===== src/tmr0_pkg.sv =====
// Purpose: Constants shared by the 8-bit interval/PWM/capture timer.
// Assumes: Byte-wide register port, one system clock.
// Notes:   Offsets are register indices on the plain register port.
package tmr0_pkg;
   // Register offsets.
   localparam logic [7:0] TMR0_ADDR_CTRL  = 8'h00;
   localparam logic [7:0] TMR0_ADDR_DATA  = 8'h01;
   localparam logic [7:0] TMR0_ADDR_CNT   = 8'h02;
   localparam logic [7:0] TMR0_ADDR_PORT  = 8'h03;
   localparam logic [7:0] TMR0_ADDR_STAT  = 8'h04;
   localparam logic [7:0] TMR0_ADDR_MASK  = 8'h05;
   // Control register fields.
   localparam int TMR0_CTRL_PRE_HI  = 7;
   localparam int TMR0_CTRL_PRE_LO  = 6;
   localparam int TMR0_CTRL_MODE_HI = 5;
   localparam int TMR0_CTRL_MODE_LO = 4;
   localparam int TMR0_CTRL_CLR     = 3;
   localparam int TMR0_CTRL_OVF_EN  = 2;
   localparam int TMR0_CTRL_MC_EN   = 1;
   localparam int TMR0_CTRL_MC_PEND = 0;
   localparam int TMR0_PORT_CAP_SEL = 2;
   // Status / mask bit positions.
   localparam int TMR0_ST_MATCH = 0;
   localparam int TMR0_ST_OVF   = 1;
   localparam int TMR0_ST_CAP   = 2;
   // Reset values.
   localparam logic [7:0] TMR0_CTRL_RST = 8'h00;
   localparam logic [7:0] TMR0_DATA_RST = 8'hff;
   localparam logic [7:0] TMR0_PORT_RST = 8'h00;
   localparam logic [7:0] TMR0_CNT_MAX  = 8'hff;
   // Prescaler tap divisors (largest is the reset choice).
   localparam int TMR0_DIV0 = 4096;
   localparam int TMR0_DIV1 = 256;
   localparam int TMR0_DIV2 = 8;
   localparam int TMR0_DIV3 = 1;
   localparam int TMR0_PWM_PERIOD = 256;
   // Operating modes.
   typedef enum logic [1:0] {
      TMR0_INTERVAL = 2'b00,
      TMR0_CAP_RISE = 2'b01,
      TMR0_CAP_FALL = 2'b10,
      TMR0_PWM      = 2'b11
   } tmr0_mode_e;
endpackage


===== src/tmr0_prescaler.sv =====
// Purpose: Free-running divider giving one-cycle enable pulses.
// Assumes: Divisors are powers of two up to the counter width.
// Notes:   Tap change takes effect at the next pulse of the new tap.
`timescale 1ns/1ps
module tmr0_prescaler #(
   parameter int DIV_MAX = tmr0_pkg::TMR0_DIV0
) (
   // Clock and reset.
   input  wire logic       mclk,
   input  wire logic       reset,
   // Tap select and pulse out.
   input  wire logic [1:0] tap_sel,
   output logic            tick
);
   import tmr0_pkg::*;
   localparam int W = $clog2(DIV_MAX);
   // Elaboration check: the taps need a power of two at least 4096.
   if (DIV_MAX < TMR0_DIV0 || (DIV_MAX & (DIV_MAX - 1)) != 0) begin : g_bad
      $error("tmr0_prescaler: DIV_MAX must be a power of two >= 4096");
   end
   logic [W-1:0] div_cnt;
   // Free running divider; each tap fires when its low bits are all ones.
   always_ff @(posedge mclk) begin
      if (reset) div_cnt <= '0;
      else       div_cnt <= div_cnt + 1'b1;
   end
   function automatic logic tap_hit(input logic [W-1:0] c, input int div);
      logic [W-1:0] m;
      m = W'(div - 1);
      return (c & m) == m;
   endfunction
   // Registered pulse so the counter sees a clean one-cycle enable.
   always_ff @(posedge mclk) begin
      if (reset) begin
         tick <= 1'b0;
      end else begin
         unique case (tap_sel)
            2'b00: tick <= tap_hit(div_cnt, TMR0_DIV0);
            2'b01: tick <= tap_hit(div_cnt, TMR0_DIV1);
            2'b10: tick <= tap_hit(div_cnt, TMR0_DIV2);
            2'b11: tick <= 1'b1;
         endcase
      end
   end
endmodule


===== src/tmr0_timer.sv =====
// Purpose: 8-bit timer with interval, PWM and edge capture modes.
// Assumes: Register port with read data one cycle after read strobe.
// Notes:   Status, mask and overflow acknowledge are local additions.
// Overview of operation
// [RULE1] Match when count equals reference data.
// [RULE2] Interval: match requests interrupt, clears count.
// [RULE3] Interval: output pin toggles every match.
// [RULE4] PWM: no clear on match, wraps.
// [RULE5] PWM: low when data <= count.
// [RULE6] PWM period is 256 timer clocks.
// [RULE7] Capture edge copies count into data register.
// [RULE8] Port bit routes capture pin to timer.
// [RULE9] Capture: overflow and capture interrupts raised.
// [RULE10] Reset clears control to zero.
// [RULE11] Control bit 3 write clears counter.
// [RULE12] Overflow pending clears on service acknowledge.
// [RULE13] Bit 0 pending; write zero clears.
// [RULE14] Counter steps on prescaler enable; pin synchronised.
`timescale 1ns/1ps
module tmr0_timer (
   // Clock and reset.
   input  wire logic       mclk,
   input  wire logic       reset,
   // Register port.
   input  wire logic [7:0] reg_addr,
   input  wire logic [7:0] reg_wdata,
   input  wire logic       reg_wr,
   input  wire logic       reg_rd,
   output logic [7:0]      reg_rdata,
   // Pins.
   input  wire logic       timer_capture_pin,
   output logic            timer_output_pin,
   // Interrupts.
   input  wire logic       ovf_service_ack,
   output logic            match_capture_interrupt,
   output logic            overflow_interrupt,
   output logic            irq
);
   import tmr0_pkg::*;

   logic [7:0] timer_control_reg;
   logic [7:1] ctrl_cfg;
   logic       mc_pend;
   logic [7:0] timer_reference_capture_data;
   logic [7:0] port_control_reg;
   logic [7:0] count;
   logic [2:0] status;
   logic [2:0] mask;
   logic       ovf_pend;
   logic       tick;
   logic       cap_s1, cap_s2, cap_prev;
   tmr0_mode_e mode;

   // Control reads back as configuration bits over the pending flag.
   assign timer_control_reg = {ctrl_cfg, mc_pend};

   assign mode = tmr0_mode_e'(timer_control_reg[TMR0_CTRL_MODE_HI:
                                                TMR0_CTRL_MODE_LO]);

   function automatic logic wr_hit(input logic [7:0] a);
      return reg_wr && reg_addr == a;
   endfunction

   tmr0_prescaler #(.DIV_MAX(TMR0_DIV0)) u_pre (
      .mclk    (mclk),
      .reset   (reset),
      .tap_sel (timer_control_reg[TMR0_CTRL_PRE_HI:TMR0_CTRL_PRE_LO]),
      .tick    (tick)                             // see [RULE14]
   );

   // Capture pin synchroniser; only cap_s2 feeds the edge detector.
   always_ff @(posedge mclk) begin
      if (reset) begin
         cap_s1   <= 1'b0;
         cap_s2   <= 1'b0;
         cap_prev <= 1'b0;
      end else begin
         cap_s1   <= timer_capture_pin;           // see [RULE14]
         cap_s2   <= cap_s1;
         cap_prev <= cap_s2;
      end
   end

   logic match, wrap, cap_edge, cap_hit, cnt_clr;
   assign match   = count == timer_reference_capture_data; // see [RULE1]
   assign wrap    = tick && count == TMR0_CNT_MAX;
   assign cap_edge = (mode == TMR0_CAP_RISE) ? (cap_s2 && !cap_prev) :
                     (mode == TMR0_CAP_FALL) ? (!cap_s2 && cap_prev) :
                     1'b0;                                // see [RULE7]
   // A deselected pin is plain port I/O and never triggers a capture.
   assign cap_hit = cap_edge &&
                    port_control_reg[TMR0_PORT_CAP_SEL];   // see [RULE8]
   // Spelled out rather than through wr_hit, so the continuous
   // assignment sees every signal that it depends on.
   assign cnt_clr = reg_wr && reg_addr == TMR0_ADDR_CTRL &&
                    reg_wdata[TMR0_CTRL_CLR];
   logic int_match;
   assign int_match = tick && match && mode == TMR0_INTERVAL;

   // Counter: steps on ticks only, clears on interval match or software.
   always_ff @(posedge mclk) begin
      if (reset || cnt_clr) begin
         count <= 8'h00;                          // see [RULE11]
      end else if (int_match) begin
         count <= 8'h00;                          // see [RULE2]
      end else if (tick) begin
         count <= count + 8'h01;                  // see [RULE4] [RULE6]
      end
   end

   // Control register; the clear bit is a strobe and reads back zero.
   always_ff @(posedge mclk) begin
      if (reset)
         ctrl_cfg <= TMR0_CTRL_RST[7:1];          // see [RULE10]
      else if (wr_hit(TMR0_ADDR_CTRL))
         ctrl_cfg <= {reg_wdata[7:4], 1'b0, reg_wdata[2:1]};
   end

   // Match/capture pending: hardware set beats a same-cycle clear.
   logic mc_event;
   assign mc_event = int_match || cap_hit;
   always_ff @(posedge mclk) begin
      if (reset)
         mc_pend <= 1'b0;
      else if (mc_event)
         mc_pend <= 1'b1;                         // see [RULE2] [RULE9]
      else if (wr_hit(TMR0_ADDR_CTRL) && !reg_wdata[TMR0_CTRL_MC_PEND])
         mc_pend <= 1'b0;                         // see [RULE13]
   end

   // Overflow pending, cleared by the service acknowledge.
   logic ovf_event;
   assign ovf_event = wrap && mode != TMR0_INTERVAL;
   always_ff @(posedge mclk) begin
      if (reset)                ovf_pend <= 1'b0;
      else if (ovf_event)       ovf_pend <= 1'b1; // see [RULE9]
      else if (ovf_service_ack) ovf_pend <= 1'b0; // see [RULE12]
   end

   // Reference data: software write, or captured count.
   always_ff @(posedge mclk) begin
      if (reset)
         timer_reference_capture_data <= TMR0_DATA_RST;
      else if (cap_hit)
         timer_reference_capture_data <= count;   // see [RULE7]
      else if (wr_hit(TMR0_ADDR_DATA))
         timer_reference_capture_data <= reg_wdata;
   end

   // Port control; only the capture select bit matters to the timer.
   always_ff @(posedge mclk) begin
      if (reset)                      port_control_reg <= TMR0_PORT_RST;
      else if (wr_hit(TMR0_ADDR_PORT)) port_control_reg <= reg_wdata;
   end

   // Sticky status, write one to clear; new events win over the clear.
   logic [2:0] ev;
   assign ev = {cap_hit, ovf_event, int_match};
   always_ff @(posedge mclk) begin
      if (reset)
         status <= 3'h0;
      else if (wr_hit(TMR0_ADDR_STAT))
         status <= (status & ~reg_wdata[2:0]) | ev;
      else
         status <= status | ev;
   end

   // Interrupt mask, same layout as the status register.
   always_ff @(posedge mclk) begin
      if (reset)                       mask <= 3'h0;
      else if (wr_hit(TMR0_ADDR_MASK)) mask <= reg_wdata[2:0];
   end

   // Output pin: toggle in interval mode, comparison in PWM mode.
   always_ff @(posedge mclk) begin
      if (reset)
         timer_output_pin <= 1'b0;
      else if (mode == TMR0_PWM)
         timer_output_pin <= timer_reference_capture_data >
                             count;               // see [RULE5]
      else if (int_match)
         timer_output_pin <= !timer_output_pin;   // see [RULE3]
   end

   // Interrupt outputs, registered from the gated pending bits.
   always_ff @(posedge mclk) begin
      if (reset) begin
         match_capture_interrupt <= 1'b0;
         overflow_interrupt      <= 1'b0;
         irq                     <= 1'b0;
      end else begin
         match_capture_interrupt <= timer_control_reg[TMR0_CTRL_MC_PEND] &&
                                    timer_control_reg[TMR0_CTRL_MC_EN];
         overflow_interrupt      <= ovf_pend &&
                                    timer_control_reg[TMR0_CTRL_OVF_EN];
         irq                     <= |(status & mask);
      end
   end

   // Read port; unmapped addresses return zero.
   always_ff @(posedge mclk) begin
      if (reset) begin
         reg_rdata <= 8'h00;
      end else if (reg_rd) begin
         unique case (reg_addr)
            TMR0_ADDR_CTRL: reg_rdata <= timer_control_reg;
            TMR0_ADDR_DATA: reg_rdata <= timer_reference_capture_data;
            TMR0_ADDR_CNT:  reg_rdata <= count;
            TMR0_ADDR_PORT: reg_rdata <= port_control_reg;
            TMR0_ADDR_STAT: reg_rdata <= {5'h00, status};
            TMR0_ADDR_MASK: reg_rdata <= {5'h00, mask};
            default:        reg_rdata <= 8'h00;
         endcase
      end else begin
         reg_rdata <= 8'h00;
      end
   end
endmodule

===== config.mk =====
export PLATFORM = sky130hd
export DESIGN_NAME = tmr0_timer
export DESIGN_NICKNAME = d
export VERILOG_FILES = /design/src/tmr0_pkg.sv /design/src/tmr0_prescaler.sv /design/src/tmr0_timer.sv
export SDC_FILE = /design/constraint.sdc
export NUM_CORES = 1
export LEC_CHECK = 0
export BUFFER_PORTS_ARGS = -buffer_cell sky130_fd_sc_hd__buf_4
export CAP_MARGIN = 40
export CELL_PAD_IN_SITES_DETAIL_PLACEMENT = 1
export CELL_PAD_IN_SITES_GLOBAL_PLACEMENT = 2
export CORE_MARGIN = 2
export CORE_UTILIZATION = 32
export DETAILED_ROUTE_END_ITERATION = 8
export GPL_TIMING_DRIVEN = 0
export PLACE_DENSITY = 0.72
export SLEW_MARGIN = 10
export SYNTH_ARGS = -nofsm -noshare
export SYNTH_HDL_FRONTEND = slang
export SYNTH_SLANG_ARGS = --single-unit
export TNS_END_PERCENT = 20

===== constraint.sdc =====
create_clock -name mclk -period 1.7 [get_ports mclk]
set_clock_uncertainty 0.1 [all_clocks]
set_input_delay 0.17 -clock mclk [delete_from_list [all_inputs] [get_ports mclk]]
set_output_delay 0.17 -clock mclk [all_outputs]
set_load 0.05 [all_outputs]

==> summary.md, run 1 <==
| Metric | Value |
|---|---|
| Max Slew Vio Count | 0 |
| Worst-case clock buffer depth | 2 |
| Final WS setup | -0.05143 ns |
| Violated checks | negative setup slack |
| IO Pins | 34 |
| 1st-pass router iterations | 4 |
| I/O Buffers | 32 |
| Number of global-route vias before repair | between 2,000 and 3,000 |
| Drt drc | 0 |
| Root buf cell | clkbuf_8 |
| Horiz. Die Dim | around 100 um |
| MaxCap Viol Count | 0 |
| Synthesized area | ~3000 um^2 |
| Syn. warnings | 0 |
| Synthesized netlist cell count | 335 |
| Crit path required time | 1.83 ns |
| Reg2Reg Depth | 7 |
| Commonest non-fill, non-tap cell in the layout | nor2_1 |
| CTS tree | done |
| Clk slew on worst S/H paths | about 0.08 ns |
| Fillers | 1,061 |
| Ordered cell list for the critical path | inv_1, ha_1, nor2b_1, o211ai_1, a21oi_1, a2111oi_2, o2bb2ai_1 |
| WHS Endpoint | port_control_reg[3] |
| Largest net degree at the start of global routing | 14 |
| Number of synthesized register bits | 66 |
| Nets | 420 |
| Highest Clock Rate | 0.5710 GHz |
| Core ar. | slightly above 9000 um^2 |
| Final period util | 1.030 |
| RSZ-0062 raised after global routing | true |
| Total global-route track usage | 0.1829 |
| Power Total | between 3 and 4 mW |
| Slowest stage delay, CP | roughly 0.40 ns |
| Worst-margin pin slew | between 0.6 and 0.7 ns |
| Die Area | slightly above 10,000 um^2 |
| Initial core utilization | 0.3279 |
| First-pass GRT wire length | between 10,000 and 15,000 um |
| Final hold vios | 0 |
| Worst path arrival time | 1.88 ns |
| Detailed Route WL | just under 9000 um |
| Worst r2r dst | timer_output_pin |
| Drt initial violations | approximately 130 |
| Wire per inst | around 17 um |
| Gpl congestion | just over 0.8 |
| Most flops, register | u_pre.div_cnt |
| Seq/Total Area, Yosys | 0.4382 |
| Hold slack | between 0.01 and 0.015 ns |
| Via density | 5.217 |
| Dpl hpwl | around 6500 um |
| Syn Nets | between 300 and 400 |
| Power Density | about 840 nW/um^2 |
| Layout overhead on the synthesized area | 28.80% |
| CTS buffer count | 9 |
| Minimum clock period | between 1.5 and 2 ns |
| H-tree levels | 3 |
| Kind of critical path | flop to flop |
| Inst Count DP | approximately 480 |
| Antenna Cells | 0 |
| Post-DRT Antenna Nets | 0 |
| Row count | 35 |
| Slowest library cell on the worst path | dfxtp_4 |
| Hold path depth | 3 |
| Avg Cell Area, Syn | roughly 9.0 um^2 |
| CP Launch Type | flop |
| Crit. End Element | flop |
| Leak Pwr | 1.532 nW |
| Final setup fails | 7 |
| Most frequent cells in the layout | 61 x nor2_1, 56 x dfxtp_1, 36 x buf_4 |
| Layout cells sized above 1 | 0.2500 |
| Die height | 101.1 um |
| Setup TNS | -0.1613 ns |
| Via count | ~2,600 |
| Initial antenna violation count | 0 |
| HP Class | input port to flop |
| Max reg flops | 12 |
| Layout Cells excl Fill | about 500 |
| Status | finished, violations left |
| Clock latency on the worst-skew pair | roughly 0.34 ns |
| Critical register-to-register path startpoint | count[1] |
| Worst Path Max Fanout | 5 |
| Rel. slew slack | 0.5752 |
| Worst vdd ir | approximately 0.00037 V |
| Hold_sp | reg_wdata[3] |
| Gr ovfl total | 0 |
| R2r setup slk | -0.05 ns |
| Crit path launch | count[1] |
| Distinct cells, synth | 47 |
| CTS sink count | 66 |
[critical path, delay by kind of cell (launching register included)]
| family | cells | cell delay (ns) |
|---|---|---|
| compound gates | 4 | 0.65 |
| fa+ha+maj | 1 | 0.28 |
| buf+inv | 1 | 0.07 |
| flops | 1 | 0.40 |
| simple gates | 1 | 0.14 |
[cells by family after synthesis]
| group | count (synthesis) | synth area share |
|---|---|---|
| AOI/OAI and AO/OA | 58 | 0.1232 |
| xor gates and xnor gates | 16 | 0.04647 |
| adders and majority gates | 11 | 0.04564 |
| buffers and inverters | 30 | 0.04025 |
| DFF | 66 | 0.4382 |
| muxes | 28 | 0.09875 |
| and+or+nand+nor | 126 | 0.2075 |
[worst max path at each step]
stage,end,slack (ns),cells past startpoint
after CTS,timer_output_pin,-0.06,7
after global placement,count[0],-0.52,6
after floorplan,port_control_reg[0],-0.1,6
after detailed placement,count[3],-0.52,6
after global routing,timer_output_pin,-0.17,7
final,timer_output_pin,-0.05,7
[repair_timing]
action / in CTS / in global routing
hold buffers: 6 / 0
setup buffers: 3 / 2
gates resized for setup: 41 / 11
endpoints found under the setup margin: 33 / 41
pin swaps: 6 / 2
cloned: 0 / 0
hold endpoints to repair: 8 / 0
[synthesized netlist by cell type (all sizes together)]
library cell / n / share of area
o21ai: 17 / 0.029
o2bb2ai: 1 / 0.0029
xor2: 7 / 0.020
a22o: 1 / 0.0029
nor4bb: 2 / 0.0066
nor3b: 1 / 0.0025
or4: 3 / 0.0087
inv: 15 / 0.019
a22oi: 6 / 0.015
mux2: 4 / 0.015
dfxtp: 66 / 0.44
a31oi: 2 / 0.0041
ha: 11 / 0.046
mux4: 1 / 0.0075
and2: 1 / 0.0021
clkbuf: 13 / 0.016
and4: 2 / 0.0058
nand4b: 2 / 0.0058
nor2: 64 / 0.085
a21oi: 17 / 0.028
mux2i: 23 / 0.076
o211ai: 1 / 0.0025
a2bb2oi: 8 / 0.023
nand3: 8 / 0.015
or3: 4 / 0.0083
nand2: 17 / 0.021
xnor2: 9 / 0.026
and3: 1 / 0.0021
and3b: 1 / 0.0029
nor4: 1 / 0.0021
a32oi: 1 / 0.0029
a21boi: 1 / 0.0025
nor2b: 8 / 0.017
nor3: 4 / 0.0083
a222oi: 1 / 0.0033
a2111oi: 1 / 0.0029
nand4: 5 / 0.010
buf: 2 / 0.0054
a221o: 1 / 0.0033
nand2b: 2 / 0.0041
[power by group]
part | total, mW | internal (mW) | switching [mW]
logic | 0.190 | 0.0846 | 0.105
registers | 1.56 | 1.55 | 0.00925
clock network | 1.50 | 0.839 | 0.664
total | 3.25 | 2.47 | 0.778
[metal layers]
metal	track usage	wire (um)	vias to the layer above
met5	0	0	-
met4	0.06757	216	0
met3	0.03329	394	18
met2	0.2853	3948	73
met1	0.2516	4203	1258
li1	-	-	1275
[through the flow]
step	setup slack, ns	util	instance area (um^2)
after detailed placement	-0.5169	0.3693	3396
after global placement	-0.5219	0.3693	3396
after floorplan	-0.09547	-	3017
after CTS	-0.06053	0.4177	3841
after global routing	-0.1676	0.4223	3884
final	-0.05143	0.4223	3884
[cell type report]
type	count	area, um^2	area share
Sequential cell	66	1346	0.3466
Tap cell	111	138.9	0.03576
Multi-Input combinational cell	239	1709	0.4401
Inverter	15	56.30	0.01450
Clock buffer	9	123.9	0.03189
Clock inverter	7	100.1	0.02577
Timing Repair Buffer	43	341.6	0.08795
Buffer	13	67.56	0.01740
Power figures use the tool's default switching activity.
==> run 2, diff against run 1 <==
--- a/config.mk
+++ b/config.mk
@@ -7,5 +7,5 @@
 export LEC_CHECK = 0
 export BUFFER_PORTS_ARGS = -buffer_cell sky130_fd_sc_hd__buf_4
-export CAP_MARGIN = 40
+export CAP_MARGIN = 25
 export CELL_PAD_IN_SITES_DETAIL_PLACEMENT = 1
 export CELL_PAD_IN_SITES_GLOBAL_PLACEMENT = 2
==> constraint.sdc (replaced) <==
create_clock -name mclk -period 1.7 [get_ports mclk]
set_clock_uncertainty 0.1 [all_clocks]
set_input_delay 0.085 -clock mclk [delete_from_list [all_inputs] [get_ports mclk]]
set_output_delay 0.085 -clock mclk [all_outputs]
set_load 0.05 [all_outputs]
==> run 2 against run 1 <==
  * The flow still finishes with violations (negative setup slack)
  * Non-clock buffer count is 14 higher
  * Clock power is 9% lower
  * Cell count is 2.8% higher
  * Total power is 4.0% lower
  * Global-route usage is 0.64 points higher
  * Register-to-register slack worse by 0.04 ns
  * Sequential cell count stayed put
  * First-iteration DRC count is 35% lower
  * Sequential power hardly changed
  * Sequential share of layout area is 1.0 points lower
==> summary.md, run 2 (synthesized netlist as in run 1, its figures left out) <==
| Metric | Value |
|---|---|
| Status | finished, violations left |
| Violated checks | negative setup slack |
| 1st-pass router iterations | 4 |
| Power Total | 3.118 mW |
| Root buf cell | clkbuf_8 |
| Minimum clock period | 1.789 ns |
| Layout Cells excl Fill | just over 500 |
| Horiz. Die Dim | between 100 and 150 um |
| Worst-margin pin slew | roughly 0.58 ns |
| Final period util | 1.052 |
| Initial core utilization | 0.3279 |
| H-tree levels | 3 |
| Initial antenna violation count | 0 |
| Row count | 35 |
| Detailed Route WL | 9136 um |
| Wire per inst | 17.67 um |
| Area of the multi-input gates | ~1700 um^2 |
| Final hold vios | 0 |
| Slowest library cell on the worst path | or4_4 |
| Die height | slightly above 100 um |
| Total global-route track usage | 0.1893 |
| Final setup fails | 6 |
| Most frequent cells in the layout | 61 x nor2_1, 56 x dfxtp_1, 45 x buf_4 |
| Fillers | ~1,100 |
| Most common cell on crit path | or4_4 |
| CTS sink count | 66 |
| Post-DRT Antenna Nets | 0 |
| Via count | roughly 2,700 |
| IO Pins | 34 |
| Final instance area | 4011 um^2 |
| CP Launch Type | flop |
| Max reg flops | 12 |
| Clk slew on worst S/H paths | approximately 0.090 ns |
| Most flops, register | u_pre.div_cnt |
| Clock latency on the worst-skew pair | 0.35 ns |
| Gpl congestion | slightly below 0.8 |
| Ordered cell list for the critical path | ha_4, nand2_2, or4_4, or4_4, o21ai_1 |
| Power Density | approximately 800 nW/um^2 |
| Hold path depth | 4 |
| Top Family by Delay on Critical Path | simple AND/OR/NAND/NOR gates |
| Via density | 5.193 |
| CTS buffer count | 9 |
| Dpl hpwl | around 6500 um |
| Inst Count DP | ~480 |
| HP Class | input port to flop |
| Drt initial violations | 86 |
| Nets | 434 |
| Layout cells sized above 1 | 0.2808 |
| Antenna Cells | 0 |
| Reg2Reg Depth | 5 |
| Drt drc | 0 |
| Layout overhead on the synthesized area | 33.03% |
| Rel. slew slack | 0.6105 |
| Worst Path Max Fanout | 5 |
| Number of global-route vias before repair | 2,661 |
| Worst vdd ir | between 0.0003 and 0.0004 V |
| Commonest non-fill, non-tap cell in the layout | nor2_1 |
| FF+latch area | approximately 1300 um^2 |
| CTS tree | done |
| Highest Clock Rate | between 0.5 and 0.6 GHz |
| First-pass GRT wire length | about 14,000 um |
| MaxCap Viol Count | 0 |
| Gr ovfl total | 0 |
| Worst-case clock buffer depth | 2 |
| Largest net degree at the start of global routing | 14 |
| Worst path depth | 5 |
| Final WS setup | -0.08850 ns |
| RSZ-0062 raised after global routing | true |
| Die Area | slightly above 10,000 um^2 |
| Crit. End Element | flop |
| Worst path arrival time | between 1.5 and 2 ns |
| Max Slew Vio Count | 0 |
| Kind of critical path | flop to flop |
| WP buf/inv | 0 |
| Crit path required time | between 1.5 and 2 ns |
| Post-Place Cell Area | about 3400 um^2 |
| I/O Buffers | 32 |
| Core ar. | 9196 um^2 |
| Slowest stage delay, CP | ~0.49 ns |
| Leak Pwr | roughly 1.5 nW |
==> run 2: changes by cell type in the layout (fill, tap and decap cells not counted), moves of 2 or more <==
cell	before	now
ha_4	3	6
nand2_2	0	3
buf_4	36	45
dlygate4sd3_1	6	10
clkinvlp_4	0	2
inv_4	0	2
clkbuf_1	8	10
inv_1	12	9
nand2_1	16	14
ha_1	8	5
==> run 2: power by group <==
| part | switching [mW] | total, mW | leakage, nW | internal, mW |
|---|---|---|---|---|
| Combinational | 0.105 | 0.195 | 0.908 | 0.0903 |
| Sequential | 0.00963 | 1.55 | 0.540 | 1.54 |
| Clock | 0.681 | 1.37 | 0.0962 | 0.687 |
==> run 2: path summary, 6_finish.rpt <==
| check | start | endpoint | slack (ns) |
|---|---|---|---|
| hold / removal | reg_addr[3] | reg_rdata[0] | 0.07 |
| setup reg to reg | count[1] | ovf_pend | -0.09 |
| setup / recovery | count[1] | ovf_pend | -0.09 |
| hold reg to reg | cap_s1 | cap_s2 | 0.35 |
==> run 2: layout make-up <==
type                    instances  area share
inverters                      15     0.01528
plain buffers                  15     0.01840
repair buffers                 55      0.1110
clock inverters                 7     0.01903
multi-input cells             239      0.4345
flip-flops and latches         66      0.3362
clock buffers                   9     0.03088
well taps                     111     0.03462
==> run 2: timing repair <==
action	4_1_cts	5_1_grt
buffers inserted	4	9
endpoints found under the setup margin	22	41
pin swaps	5	15
hold buffers	10	0
resized for setup	25	33
hold endpoints to repair	24	0
==> run 2: worst min-delay path, stage by stage <==
cell,delay [ns]
buf_4,0.13
nor2_1,0.10
a22oi_1,0.09
nor2_1,0.07
==> run 2: per-stage QoR <==
stage	setup slack [ns]	util	hold slack [ns]	setup TNS, ns
after floorplan	-0.03361	-	0.09649	-0.2689
after global placement	-0.5606	0.3702	0.1818	-16.43
after detailed placement	-0.5582	0.3702	0.1954	-16.88
after CTS	-0.1062	0.4154	0.06206	-0.6557
after global routing	-0.1668	0.4362	0.08507	-2.370
final	-0.08850	0.4362	0.06639	-0.2333
==> run 2: per-layer routing <==
layer | vias to the layer above | track usage | wire length (um)
met5 | - | 0 | 0
met2 | 50 | 0.3153 | 4397
li1 | 1306 | - | -
met4 | 0 | 0.05821 | 104
met3 | 8 | 0.03814 | 247
met1 | 1321 | 0.2462 | 4386
